--- config.mk ---
export PLATFORM = sky130hd
export DESIGN_NAME = cpmc_port_mode_control
export DESIGN_NICKNAME = d
export VERILOG_FILES = /design/src/verilog/cpmc_port_mode_control.v
export VERILOG_INCLUDE_DIRS = /design/src /design/src/verilog
export SDC_FILE = /design/constraint.sdc
export NUM_CORES = 1
export LEC_CHECK = 0
export ABC_AREA = 0
export BUFFER_PORTS_ARGS = -buffer_cell sky130_fd_sc_hd__clkbuf_2
export CAP_MARGIN = 15
export CORE_AREA = 3 3 210 212
export DETAILED_ROUTE_END_ITERATION = 6
export DIE_AREA = 0 0 213 215
export PLACE_DENSITY = 0.72
export SLEW_MARGIN = 20
export SYNTH_ARGS = -nofsm -noshare
export SYNTH_HDL_FRONTEND = slang
export SYNTH_SLANG_ARGS = --single-unit
--- constraint.sdc ---
create_clock -name core_clk_in -period 8.8 [get_ports core_clk_in]
set_input_delay 0.44 -clock core_clk_in [delete_from_list [all_inputs] [get_ports core_clk_in]]
set_output_delay 0.44 -clock core_clk_in [all_outputs]
set_load 0.1 [all_outputs]
--- src/verilog/cpmc_regs.vh ---
// Constants and timing for the per-port copper mode control block
// Function
// - Top three address bits of every port come from the shared strap pins
// - Low two address bits are the port index, optionally reversed
// - MAC-side SGMII negotiation runs only where that port enables it
// - Four ports share one QSGMII link; each picks SGMII or 1000BASE-X
// - Copper negotiation runs while enabled; clearing the enable stops it
// - Without negotiation, speed bits and duplex bit set the mode
// - A 10 or 100 Mb/s partner that never negotiates is found by parallel detection
// - Negotiation resolves speed, duplex, master role and relays next pages
// - Test bit plus speed bits 10 forces gigabit with no role setting
// - Crossover detected automatically; pair polarity detected and fixed
// - Crossover and polarity fixing on after reset; disables; status out
// - Forced 10/100 still crosses over when the forced-mode disable is 0
// - Straight, crossed and both with C/D pairs swapped all work
// - Manual field 10 forces straight, 11 crossed, 00 uses automatic
`ifndef CPMC_REGS_VH
`define CPMC_REGS_VH

`define CPMC_CLK_MHZ     12'hA
`define CPMC_XOVER_US    12'h64
`define CPMC_XOVER_CYC   (`CPMC_XOVER_US * `CPMC_CLK_MHZ)
`define CPMC_ANEG_US     12'h190
`define CPMC_ANEG_CYC    (`CPMC_ANEG_US * `CPMC_CLK_MHZ)

`define CPMC_SPD_10      2'h0
`define CPMC_SPD_100     2'h1
`define CPMC_SPD_1000    2'h2

`define CPMC_MDX_STRAIGHT 2'h2
`define CPMC_MDX_CROSSED  2'h3

`define CPMC_AB_10H      0
`define CPMC_AB_10F      1
`define CPMC_AB_100H     2
`define CPMC_AB_100F     3
`define CPMC_AB_1000H    4
`define CPMC_AB_1000F    5

`define CPMC_SG_FIXED    0
`define CPMC_SG_SPD_LO   10
`define CPMC_SG_DPX      12
`define CPMC_SG_LINK     15
`define CPMC_BX_FD       5
`define CPMC_BX_HD       6

`define CPMC_RST_CFG     5'h00
`define CPMC_RST_WORD    16'h0000
`define CPMC_RST_NP      11'h000

`endif
--- src/verilog/cpmc_port_mode_control.v ---
// Per-port copper mode, negotiation and crossover control, four ports
`include "cpmc_regs.vh"
`default_nettype none

module cpmc_port_mode_control (
    input  wire        core_clk_in,
    input  wire        reset_in,
    input  wire [2:0]  address_strap_pins_in,
    input  wire        addr_reverse_in,
    input  wire [3:0]  aneg_en_in,
    input  wire [3:0]  speed_lsb_in,
    input  wire [3:0]  speed_msb_in,
    input  wire [3:0]  duplex_in,
    input  wire [3:0]  forced_gig_test_in,
    input  wire [3:0]  auto_xover_dis_in,
    input  wire [3:0]  polarity_fix_dis_in,
    input  wire [3:0]  forced_xover_dis_in,
    input  wire [7:0]  manual_xover_in,
    input  wire [3:0]  mac_aneg_en_in,
    input  wire [3:0]  mac_sgmii_sel_in,
    input  wire [23:0] local_abil_in,
    input  wire [31:0] local_seed_in,
    input  wire [3:0]  line_energy_in,
    input  wire [7:0]  line_rate_in,
    input  wire [3:0]  partner_page_valid_in,
    input  wire [23:0] partner_abil_in,
    input  wire [31:0] partner_seed_in,
    input  wire [3:0]  mac_np_valid_in,
    input  wire [43:0] mac_np_in,
    input  wire [3:0]  partner_np_valid_in,
    input  wire [43:0] partner_np_in,
    input  wire [3:0]  cd_swap_in,
    input  wire [15:0] pair_pol_err_in,
    output wire [19:0] port_addr_out,
    output wire [3:0]  link_up_out,
    output wire [7:0]  speed_out,
    output wire [3:0]  duplex_out,
    output wire [3:0]  master_out,
    output wire [3:0]  aneg_done_out,
    output wire [3:0]  par_det_out,
    output wire [3:0]  gig_test_out,
    output wire [3:0]  ms_fault_out,
    output wire [3:0]  crossed_wiring_mode_out,
    output wire [3:0]  cd_swap_out,
    output wire [3:0]  xover_auto_out,
    output wire [15:0] polarity_inv_out,
    output wire [3:0]  np_tx_valid_out,
    output wire [43:0] np_tx_out,
    output wire [3:0]  np_rx_valid_out,
    output wire [43:0] np_rx_out,
    output wire [3:0]  mac_aneg_run_out,
    output wire [63:0] mac_word_out
);

    localparam [1:0] ST_IDLE   = 2'h0;
    localparam [1:0] ST_ANEG   = 2'h1;
    localparam [1:0] ST_FORCED = 2'h2;
    localparam [1:0] ST_LINK   = 2'h3;

    localparam [11:0] XOVER_CYC = `CPMC_XOVER_CYC;
    localparam [11:0] ANEG_CYC  = `CPMC_ANEG_CYC;

    // Low address bits of a port, straight or reversed
    function [1:0] addr_low;
        input       rev;
        input [1:0] idx;
        begin
            addr_low = rev ? ~idx : idx;
        end
    endfunction

    // Best common mode: {found, speed, duplex}
    function [3:0] resolve;
        input [5:0] common;
        begin
            if (common[`CPMC_AB_1000F])
                resolve = {1'b1, `CPMC_SPD_1000, 1'b1};
            else if (common[`CPMC_AB_1000H])
                resolve = {1'b1, `CPMC_SPD_1000, 1'b0};
            else if (common[`CPMC_AB_100F])
                resolve = {1'b1, `CPMC_SPD_100, 1'b1};
            else if (common[`CPMC_AB_100H])
                resolve = {1'b1, `CPMC_SPD_100, 1'b0};
            else if (common[`CPMC_AB_10F])
                resolve = {1'b1, `CPMC_SPD_10, 1'b1};
            else if (common[`CPMC_AB_10H])
                resolve = {1'b1, `CPMC_SPD_10, 1'b0};
            else
                resolve = 4'h0;
        end
    endfunction

    // Word toward the MAC in SGMII or 1000BASE-X form
    function [15:0] mac_word;
        input       sgmii;
        input       link;
        input [1:0] spd;
        input       dpx;
        begin
            mac_word = `CPMC_RST_WORD;
            if (sgmii) begin
                mac_word[`CPMC_SG_FIXED]  = 1'b1;
                mac_word[`CPMC_SG_LINK]   = link;
                mac_word[`CPMC_SG_DPX]    = dpx;
                mac_word[`CPMC_SG_SPD_LO +: 2] = spd;
            end else begin
                mac_word[`CPMC_BX_FD] = dpx;
                mac_word[`CPMC_BX_HD] = ~dpx;
            end
        end
    endfunction

    genvar i;
    generate
        for (i = 0; i < 4; i = i + 1) begin : g_port
            localparam integer PNUM = i;

            reg  [4:0]  addr_reg;
            reg  [1:0]  st_reg;
            reg  [11:0] tmr_reg;
            reg  [11:0] xtmr_reg;
            reg  [4:0]  cfg_reg;
            reg  [1:0]  spd_reg;
            reg         dpx_reg;
            reg         ms_reg;
            reg         done_reg;
            reg         pd_reg;
            reg         gig_reg;
            reg         fault_reg;
            reg         crossed_reg;
            reg         cdsw_reg;
            reg  [3:0]  pol_reg;
            reg         np_tx_v_reg;
            reg  [10:0] np_tx_reg;
            reg         np_rx_v_reg;
            reg  [10:0] np_rx_reg;
            reg  [15:0] word_reg;

            wire [4:0] cfg_now = {aneg_en_in[i], speed_msb_in[i],
                                  speed_lsb_in[i], duplex_in[i],
                                  forced_gig_test_in[i]};
            wire [1:0] fspd    = {speed_msb_in[i], speed_lsb_in[i]};
            wire [3:0] res     = resolve(local_abil_in[6*i +: 6] &
                                         partner_abil_in[6*i +: 6]);
            wire [7:0] lseed   = local_seed_in[8*i +: 8];
            wire [7:0] pseed   = partner_seed_in[8*i +: 8];
            wire [1:0] prate   = line_rate_in[2*i +: 2];
            wire [1:0] man     = manual_xover_in[2*i +: 2];
            wire       link    = (st_reg == ST_LINK);
            wire       gig_now = ~aneg_en_in[i] & forced_gig_test_in[i] &
                                 (fspd == `CPMC_SPD_1000);
            // Forced gigabit keeps automatic crossover
            wire       auto_on = (man[1] == 1'b0) & ~auto_xover_dis_in[i] &
                                 (aneg_en_in[i] | ~forced_xover_dis_in[i] |
                                  gig_now);

            always @(posedge core_clk_in or posedge reset_in) begin
                if (reset_in) begin
                    addr_reg <= 5'h00;
                end else begin
                    addr_reg <= {address_strap_pins_in,
                                 addr_low(addr_reverse_in, PNUM[1:0])};
                end
            end

            always @(posedge core_clk_in or posedge reset_in) begin
                if (reset_in) begin
                    st_reg    <= ST_IDLE;
                    tmr_reg   <= 12'h000;
                    cfg_reg   <= `CPMC_RST_CFG;
                    spd_reg   <= `CPMC_SPD_10;
                    dpx_reg   <= 1'b0;
                    ms_reg    <= 1'b0;
                    done_reg  <= 1'b0;
                    pd_reg    <= 1'b0;
                    gig_reg   <= 1'b0;
                    fault_reg <= 1'b0;
                end else if (cfg_now != cfg_reg) begin
                    // Any mode change drops the link and starts over
                    cfg_reg  <= cfg_now;
                    st_reg   <= ST_IDLE;
                    done_reg <= 1'b0;
                    pd_reg   <= 1'b0;
                    gig_reg  <= 1'b0;
                end else begin
                    case (st_reg)
                    ST_IDLE: begin
                        tmr_reg   <= 12'h000;
                        done_reg  <= 1'b0;
                        pd_reg    <= 1'b0;
                        gig_reg   <= 1'b0;
                        fault_reg <= 1'b0;
                        st_reg    <= aneg_en_in[i] ? ST_ANEG
                                                   : ST_FORCED;
                    end
                    ST_ANEG: begin
                        if (partner_page_valid_in[i] && res[3]) begin
                            tmr_reg <= 12'h000;
                            if (lseed == pseed) begin
                                // Equal seeds: retry on the next page
                                fault_reg <= 1'b1;
                            end else begin
                                fault_reg <= 1'b0;
                                spd_reg   <= res[2:1];
                                dpx_reg   <= res[0];
                                ms_reg    <= (lseed > pseed);
                                done_reg  <= 1'b1;
                                st_reg    <= ST_LINK;
                            end
                        end else if (partner_page_valid_in[i]) begin
                            tmr_reg <= 12'h000;
                        end else if (tmr_reg == ANEG_CYC - 12'h001) begin
                            tmr_reg <= 12'h000;
                            // Gigabit cannot be found without pages
                            if (line_energy_in[i] &&
                                prate != `CPMC_SPD_1000) begin
                                spd_reg <= prate;
                                dpx_reg <= 1'b0;
                                ms_reg  <= 1'b0;
                                pd_reg  <= 1'b1;
                                st_reg  <= ST_LINK;
                            end
                        end else begin
                            tmr_reg <= tmr_reg + 12'h001;
                        end
                    end
                    ST_FORCED: begin
                        // Reserved speed code 11 falls back to 10 Mb/s
                        spd_reg <= (fspd == 2'h3) ? `CPMC_SPD_10
                                                  : fspd;
                        dpx_reg <= duplex_in[i];
                        ms_reg  <= 1'b0;
                        gig_reg <= gig_now;
                        if (line_energy_in[i])
                            st_reg <= ST_LINK;
                    end
                    ST_LINK: begin
                        if (!line_energy_in[i])
                            st_reg <= ST_IDLE;
                    end
                    default: st_reg <= ST_IDLE;
                    endcase
                end
            end

            // Crossover search and polarity capture
            always @(posedge core_clk_in or posedge reset_in) begin
                if (reset_in) begin
                    xtmr_reg    <= 12'h000;
                    crossed_reg <= 1'b0;
                    cdsw_reg    <= 1'b0;
                    pol_reg     <= 4'h0;
                end else begin
                    if (man == `CPMC_MDX_STRAIGHT) begin
                        crossed_reg <= 1'b0;
                        xtmr_reg    <= 12'h000;
                    end else if (man == `CPMC_MDX_CROSSED) begin
                        crossed_reg <= 1'b1;
                        xtmr_reg    <= 12'h000;
                    end else if (!auto_on) begin
                        crossed_reg <= 1'b0;
                        xtmr_reg    <= 12'h000;
                    end else if (link || line_energy_in[i]) begin
                        xtmr_reg <= 12'h000;
                    end else if (xtmr_reg == XOVER_CYC - 12'h001) begin
                        xtmr_reg    <= 12'h000;
                        crossed_reg <= ~crossed_reg;
                    end else begin
                        xtmr_reg <= xtmr_reg + 12'h001;
                    end
                    // C/D swap is learned before link, then held
                    if (!link)
                        cdsw_reg <= cd_swap_in[i];
                    if (polarity_fix_dis_in[i])
                        pol_reg <= 4'h0;
                    else if (!link)
                        pol_reg <= pair_pol_err_in[4*i +: 4];
                end
            end

            // Next pages pass only while negotiation is in progress
            always @(posedge core_clk_in or posedge reset_in) begin
                if (reset_in) begin
                    np_tx_v_reg <= 1'b0;
                    np_tx_reg   <= `CPMC_RST_NP;
                    np_rx_v_reg <= 1'b0;
                    np_rx_reg   <= `CPMC_RST_NP;
                    word_reg    <= `CPMC_RST_WORD;
                end else begin
                    np_tx_v_reg <= mac_np_valid_in[i] &
                                   (st_reg == ST_ANEG);
                    np_rx_v_reg <= partner_np_valid_in[i] &
                                   (st_reg == ST_ANEG);
                    if (mac_np_valid_in[i] && st_reg == ST_ANEG)
                        np_tx_reg <= mac_np_in[11*i +: 11];
                    if (partner_np_valid_in[i] && st_reg == ST_ANEG)
                        np_rx_reg <= partner_np_in[11*i +: 11];
                    word_reg <= mac_aneg_en_in[i] ?
                        mac_word(mac_sgmii_sel_in[i], link, spd_reg,
                                 dpx_reg) : `CPMC_RST_WORD;
                end
            end

            assign port_addr_out[5*i +: 5]     = addr_reg;
            assign link_up_out[i]              = link;
            assign speed_out[2*i +: 2]         = spd_reg;
            assign duplex_out[i]               = dpx_reg;
            assign master_out[i]               = ms_reg;
            assign aneg_done_out[i]            = done_reg;
            assign par_det_out[i]              = pd_reg;
            assign gig_test_out[i]             = gig_reg;
            assign ms_fault_out[i]             = fault_reg;
            assign crossed_wiring_mode_out[i]  = crossed_reg;
            assign cd_swap_out[i]              = cdsw_reg;
            assign xover_auto_out[i]           = auto_on;
            assign polarity_inv_out[4*i +: 4]  = pol_reg;
            assign np_tx_valid_out[i]          = np_tx_v_reg;
            assign np_tx_out[11*i +: 11]       = np_tx_reg;
            assign np_rx_valid_out[i]          = np_rx_v_reg;
            assign np_rx_out[11*i +: 11]       = np_rx_reg;
            assign mac_aneg_run_out[i]         = mac_aneg_en_in[i];
            assign mac_word_out[16*i +: 16]    = word_reg;
        end
    endgenerate

endmodule

`default_nettype wire

* Yosys cells after proc, flatten, opt, wreduce, memory -nomap -nowiden
Index checks and enable logic that the tools add are counted.
** Storage, ports and cells
- Register bits after elaboration :: 360
- Bits of input ports :: 298
- Word-level logic and storage cells :: 628
** Operators by class
- Add/sub/neg operators :: 8
- Magnitude comparators :: 4
- Equal/unequal tests :: 128
- Muxes and demuxes :: 276
- Bitwise logic cells :: 64
- Reduce and logical (&&, ||, !) cells :: 68
** Operator list (count)
- $mux W12 :: 32
- $mux W2 :: 68
- $ne A3 B3 Y1 const B :: 44
- $mux W4 :: 32
- $mux W1 :: 100
- $add A12 B1 Y12 const B :: 8
- $pmux W12 S2 :: 4
- $ne A4 B4 Y1 const B :: 20
- $mux W16 :: 4
- $eq A12 B10 Y1 const B :: 4
- $eq A12 B12 Y1 const B :: 4
- $eq A2 B2 Y1 const B :: 24
- $pmux W1 S2 :: 24
- $reduce_and A6 Y1 :: 8
- $eq A8 B8 Y1 :: 4
- $gt A8 B8 Y1 :: 4
- $pmux W2 S4 :: 4
- $not A1 Y1 :: 28
- $and A1 B1 Y1 :: 24
- $and A6 B6 Y6 :: 4
- $ne A2 B2 Y1 const B :: 12
- $reduce_and A3 Y1 :: 8
- $reduce_bool A3 Y1 :: 8
- $ne A5 B5 Y1 :: 4
- other kinds (12) :: 72

* Longest topological paths before layout
- Depth in word-level cells :: 11
- Gate-level depth with buffers :: 10
- Depth with buffers taken out :: 8

* Least setup slack after synthesis
OpenSTA, ideal clock, no wires.
- Kind :: register -> register
- Start point :: reg g_port[0].tmr_reg[0]
- End point :: reg g_port[0].spd_reg[0]
- Setup time :: 0.126 ns
- Arrival :: 2.125 ns
- Path slack :: 6.550 ns
- Cell stages (with the launch flop) :: 8
- Path through :: dfrtp_1 -> ha_1 -> nand3_2 -> or4_4 -> nor3_2 -> nor2_1 -> a211o_1 -> mux2_4
** Between the ends
- Cells in the longest elaborated chain, start to end :: 3
** RTL lines
- from (decl) :: RTL line cpmc_port_mode_control.v:120 : reg [11:0] tmr_reg;
- from (signal assigned) :: RTL line cpmc_port_mode_control.v:224 : tmr_reg <= tmr_reg + 12'h001;
- $eq A12 B12 Y1 :: RTL line cpmc_port_mode_control.v:212 : end else if (tmr_reg == ANEG_CYC - 12'h001) begin
- $ne A3 B3 Y1 (no source line)
- $reduce_and A6 Y1 (no source line)
- to (signal assigned) :: RTL line cpmc_port_mode_control.v:204 : spd_reg <= res[2:1];
- to (signal assigned) :: RTL line cpmc_port_mode_control.v:217 : spd_reg <= prate;
- to (signal assigned) :: RTL line cpmc_port_mode_control.v:229 : spd_reg <= (fspd == 2'h3) ? `CPMC_SPD_10
- to (decl) :: RTL line cpmc_port_mode_control.v:123 : reg [1:0] spd_reg;
Every way passes these cells.
A chain may end at the register's enable or synchronous reset.

* Worst setup path in the final report
- Start point :: reg g_port[2].st_reg[1]
- End point :: reg g_port[2].tmr_reg[5]
** Between the ends
- Cells in the longest elaborated chain, start to end :: 3
- Elaborated cells on any way between the ends :: 5
- Classes of those cells :: 1 x eq/ne; 1 x mux; 3 x reduce/logical
** RTL lines
- from (decl) :: RTL line cpmc_port_mode_control.v:119 : reg [1:0] st_reg;
- from (signal assigned) :: RTL line cpmc_port_mode_control.v:193 : st_reg <= aneg_en_in[i] ? ST_ANEG
- $eq A2 B1 Y1 or $logic_not A2 Y1 (tied branches) :: RTL line cpmc_port_mode_control.v:186 : case (st_reg)
- $reduce_bool A2 Y1 (no source line)
- $reduce_and A2 Y1 (no source line)
- to (signal assigned) :: RTL line cpmc_port_mode_control.v:224
- to (decl) :: RTL line cpmc_port_mode_control.v:120
Several ways; a longest one is shown, not always the timed one.

==> results.tsv <==
stage	metric	value	unit
run_status	status	finished, final reports clean	
sta	Final TNS setup	0	ps
detailed_routing	1st-iter DRT viols	597	
yosys	ys flop type	dfrtp_1	
final_layout	most frequent cells in the layout	clkbuf_2, dfrtp_1, nor2_1	
yosys	synthesized flop and latch total	309	
setup_path	Crit Path Class	register to register	
run	max-cap violations	0	
setup_path	Setup crit start kind	register	
placement	number of port buffers	509	
yosys	EDFF count, synth	0	
clocking	Num Clock Sinks	309	
setup_path	highest net fanout along the worst path	18	
detailed_routing	Vias/cell	4.94	
yosys	post-synthesis adder-cell area fraction	4.55	%
setup_path	crit path from	g_port[2].st_reg[1]$_DFFE_PP0P_	
min_path	worst hold path type	primary input to register	
floorplan	Initial Utilization	36.6	%
floorplan	die area	45800	um^2
global_routing	global-route wire length before repair	61100	um
sta	hold slack	49.9	ps
global_routing	largest net degree at the start of global routing	173	
final_layout	Final nets	2239	
placement	dpl cell area	17800	um^2
final_layout	post-route design area	19100	um^2
final_layout	antenna cells	0	
detailed_routing	Wirelength per Cell	15.6	um
clocking	H-Tree Depth	2	
setup_path	Critical Path, Cell by Cell	inv_1 > ha_1 > nor2_1 > or4_1 > or2_0 > o41ai_1	
setup_path	crit-path max cell delay	710	ps
setup_path	crit end category	register	
setup_path	buffer and inverter count on the worst path	1	
yosys	Synth Area in Simple Gates	13.8	%
yosys	Warnings, synthesis	0	
sta	Fmax	0.394	GHz
setup_path	Required @ worst endpoint	9220	ps
sta	Slew Limit Fails	0	
detailed_routing	DRC	0	
placement	DP HPWL	29500	um
min_path	HP Start	address_strap_pins_in[1]	
sta	Final Cycle Share	28.8	%
clocking	Root Driver	clkbuf_16	
yosys	largest family of logic cells by synthesized area	simple AND/OR/NAND/NOR gates	
setup_path	critical path's slowest cell	or4_1	
floorplan	die height	215	um
setup_path	Crit path arrival time	2960	ps
yosys	Synth Area in XOR/XNOR	3.98	%
sta	fin crit period	2540	ps
global_routing	total congestion overflow	0	
power_and_ir_drop	Lkg Pwr	9.86	nW
clocking	clock latency on the worst-skew pair	530	ps
yosys	Yosys cell types	61	
setup_path	r2r startpoint	g_port[2].st_reg[1]$_DFFE_PP0P_	
power_and_ir_drop	peak supply drop	0.240	mV
placement	Post-Place Worst Slack	6290	ps
setup_path	Top Family by Delay on Critical Path	simple AND/OR/NAND/NOR gates	
detailed_routing	drt pass-1 iters	5	
final_layout	final core utilization	45.3	%
sta	Final Hold Viols	0	
detailed_routing	Post-DRT Antenna Nets	0	
yosys	multiplexer area fraction after synthesis	9.53	%
final_layout	Synth-to-Final Area Change	23.8	%
global_routing	vias in the first global route	12100	
sta	skew final	29.6	ps
detailed_routing	WL final	38200	um
yosys	Seq/Total Area, Yosys	50.2	%
sta	RSZ-0062 raised after global routing	no	
detailed_routing	vias	12100	
power_and_ir_drop	power per cell area	231	nW/um^2
yosys	area fraction in compound gates after synthesis	9.89	%
final_layout	Fillers	3908	
final_layout	share of layout cells above drive strength 1	36.2	%
floorplan	I/O Pins	546	
yosys	Cells after Synth	1454	
global_routing	GR Util All Layers	16.1	%
yosys	asr flop ratio synth	100	%
global_routing	antenna violations before repair	0	
sta	final worst slack	6260	ps
clocking	clk buf depth	3	
yosys	area of the mapped netlist	15400	um^2
placement	GPL Wtd Cong	0.939	
yosys	Synth Area per Inst	10.6	um^2
final_layout	most common cell after layout, fill and taps aside	clkbuf_2	
clocking	CTS tree	done	
sta	Worst Tran Pin Value	1010	ps
floorplan	Die Wd	213	um
sta	Final Setup Violations	0	
floorplan	row count	75	
sta	Relative slew margins	32.8	%
clocking	clock-pin slew on the worst setup and hold paths	60	ps
clocking	post-CTS sizing	0	
floorplan	Core ar.	42100	um^2
clocking	CTS buffer count	37	
[logic make-up (layout without fill, tap and decap cells)]
group	Yosys count	after routing
AO/OA/AOI/OAI	224	224
AND/OR/NAND/NOR	434	434
other	1	36
flip-flops	309	309
XOR/XNOR	70	70
multiplexers	132	132
buffers and inverters	228	650
adder cells (fa/ha/maj)	56	56
[Yosys cell counts (18+ instances only)]
| master | number | area share (%) |
|---|---|---|
| buf_4 | 103 | 5.0 |
| o21ai_0 | 70 | 2.3 |
| nor3_1 | 19 | 0.62 |
| ha_1 | 56 | 4.5 |
| and3_1 | 30 | 1.2 |
| mux2i_1 | 23 | 1.5 |
| nand2b_1 | 19 | 0.77 |
| inv_1 | 71 | 1.7 |
| xnor2_1 | 32 | 1.8 |
| mux2_2 | 102 | 7.5 |
| dfrtp_1 | 309 | 50 |
| a22o_1 | 23 | 1.3 |
| nand3_1 | 43 | 1.4 |
| a21oi_1 | 34 | 1.1 |
| nor2b_1 | 18 | 0.73 |
| nor2_1 | 150 | 3.7 |
| xor2_1 | 38 | 2.2 |
| nand2_1 | 85 | 2.1 |
| clkbuf_1 | 53 | 1.3 |
[power by group]
part	internal [mW]	switching, mW
Sequential	1.53	0.0589
Clock	0.926	0.590
Combinational	0.227	1.06
[metrics by stage]
stage	cells	power (mW)
2_1_floorplan	1489	2.67
3_3_place_gp	2383	2.89
3_5_place_dp	2383	2.91
4_1_cts	2450	4.46
5_1_grt	2450	4.57
6_report	2450	4.40
[repair_timing]
action / 4_1_cts / 5_1_grt
buffers inserted: 0 / 0
setup endpoints to repair: 0 / 0
endpoints found under the hold margin: 2 / 0
hold buffers: 2 / 0
[final cells by class]
class                   instances  area, um^2  share of cell area, %
clock inverters                13         135                  0.709
multi-input cells             952        6560                   34.4
inverters                      71         270                   1.42
clock buffers                  52        1090                   5.73
flip-flops and latches        309        7730                   40.5
well taps                     539         674                   3.54
repair buffers                514        2600                   13.6
[final timing paths]
path                                                           end  slack, ps  depth (start not counted)
worst min register to register     g_port[3].xtmr_reg[0]$_DFF_PP0_        460                          1
worst min-delay path               g_port[3].addr_reg[3]$_DFF_PP0_         50                          1
worst max register to register    g_port[2].tmr_reg[5]$_DFFE_PP0P_       6260                          6
max in group asynchronous         g_port[1].tmr_reg[6]$_DFFE_PP0P_       7100                          4
min in group asynchronous       g_port[2].np_tx_reg[1]$_DFFE_PP0P_        190                          3
worst max-delay path              g_port[2].tmr_reg[5]$_DFFE_PP0P_       6260                          6
[routing by layer]
| metal | up-vias | GRT usage, % | wire length (um) |
|---|---|---|---|
| met4 | 0 | 5.57 | 1170 |
| met1 | 5833 | 20.3 | 16100 |
| li1 | 5759 | - | - |
| met2 | 424 | 27.3 | 18500 |
| met3 | 89 | 3.21 | 2440 |
| met5 | - | 0 | 0 |
(Power assumes the default switching activity.)
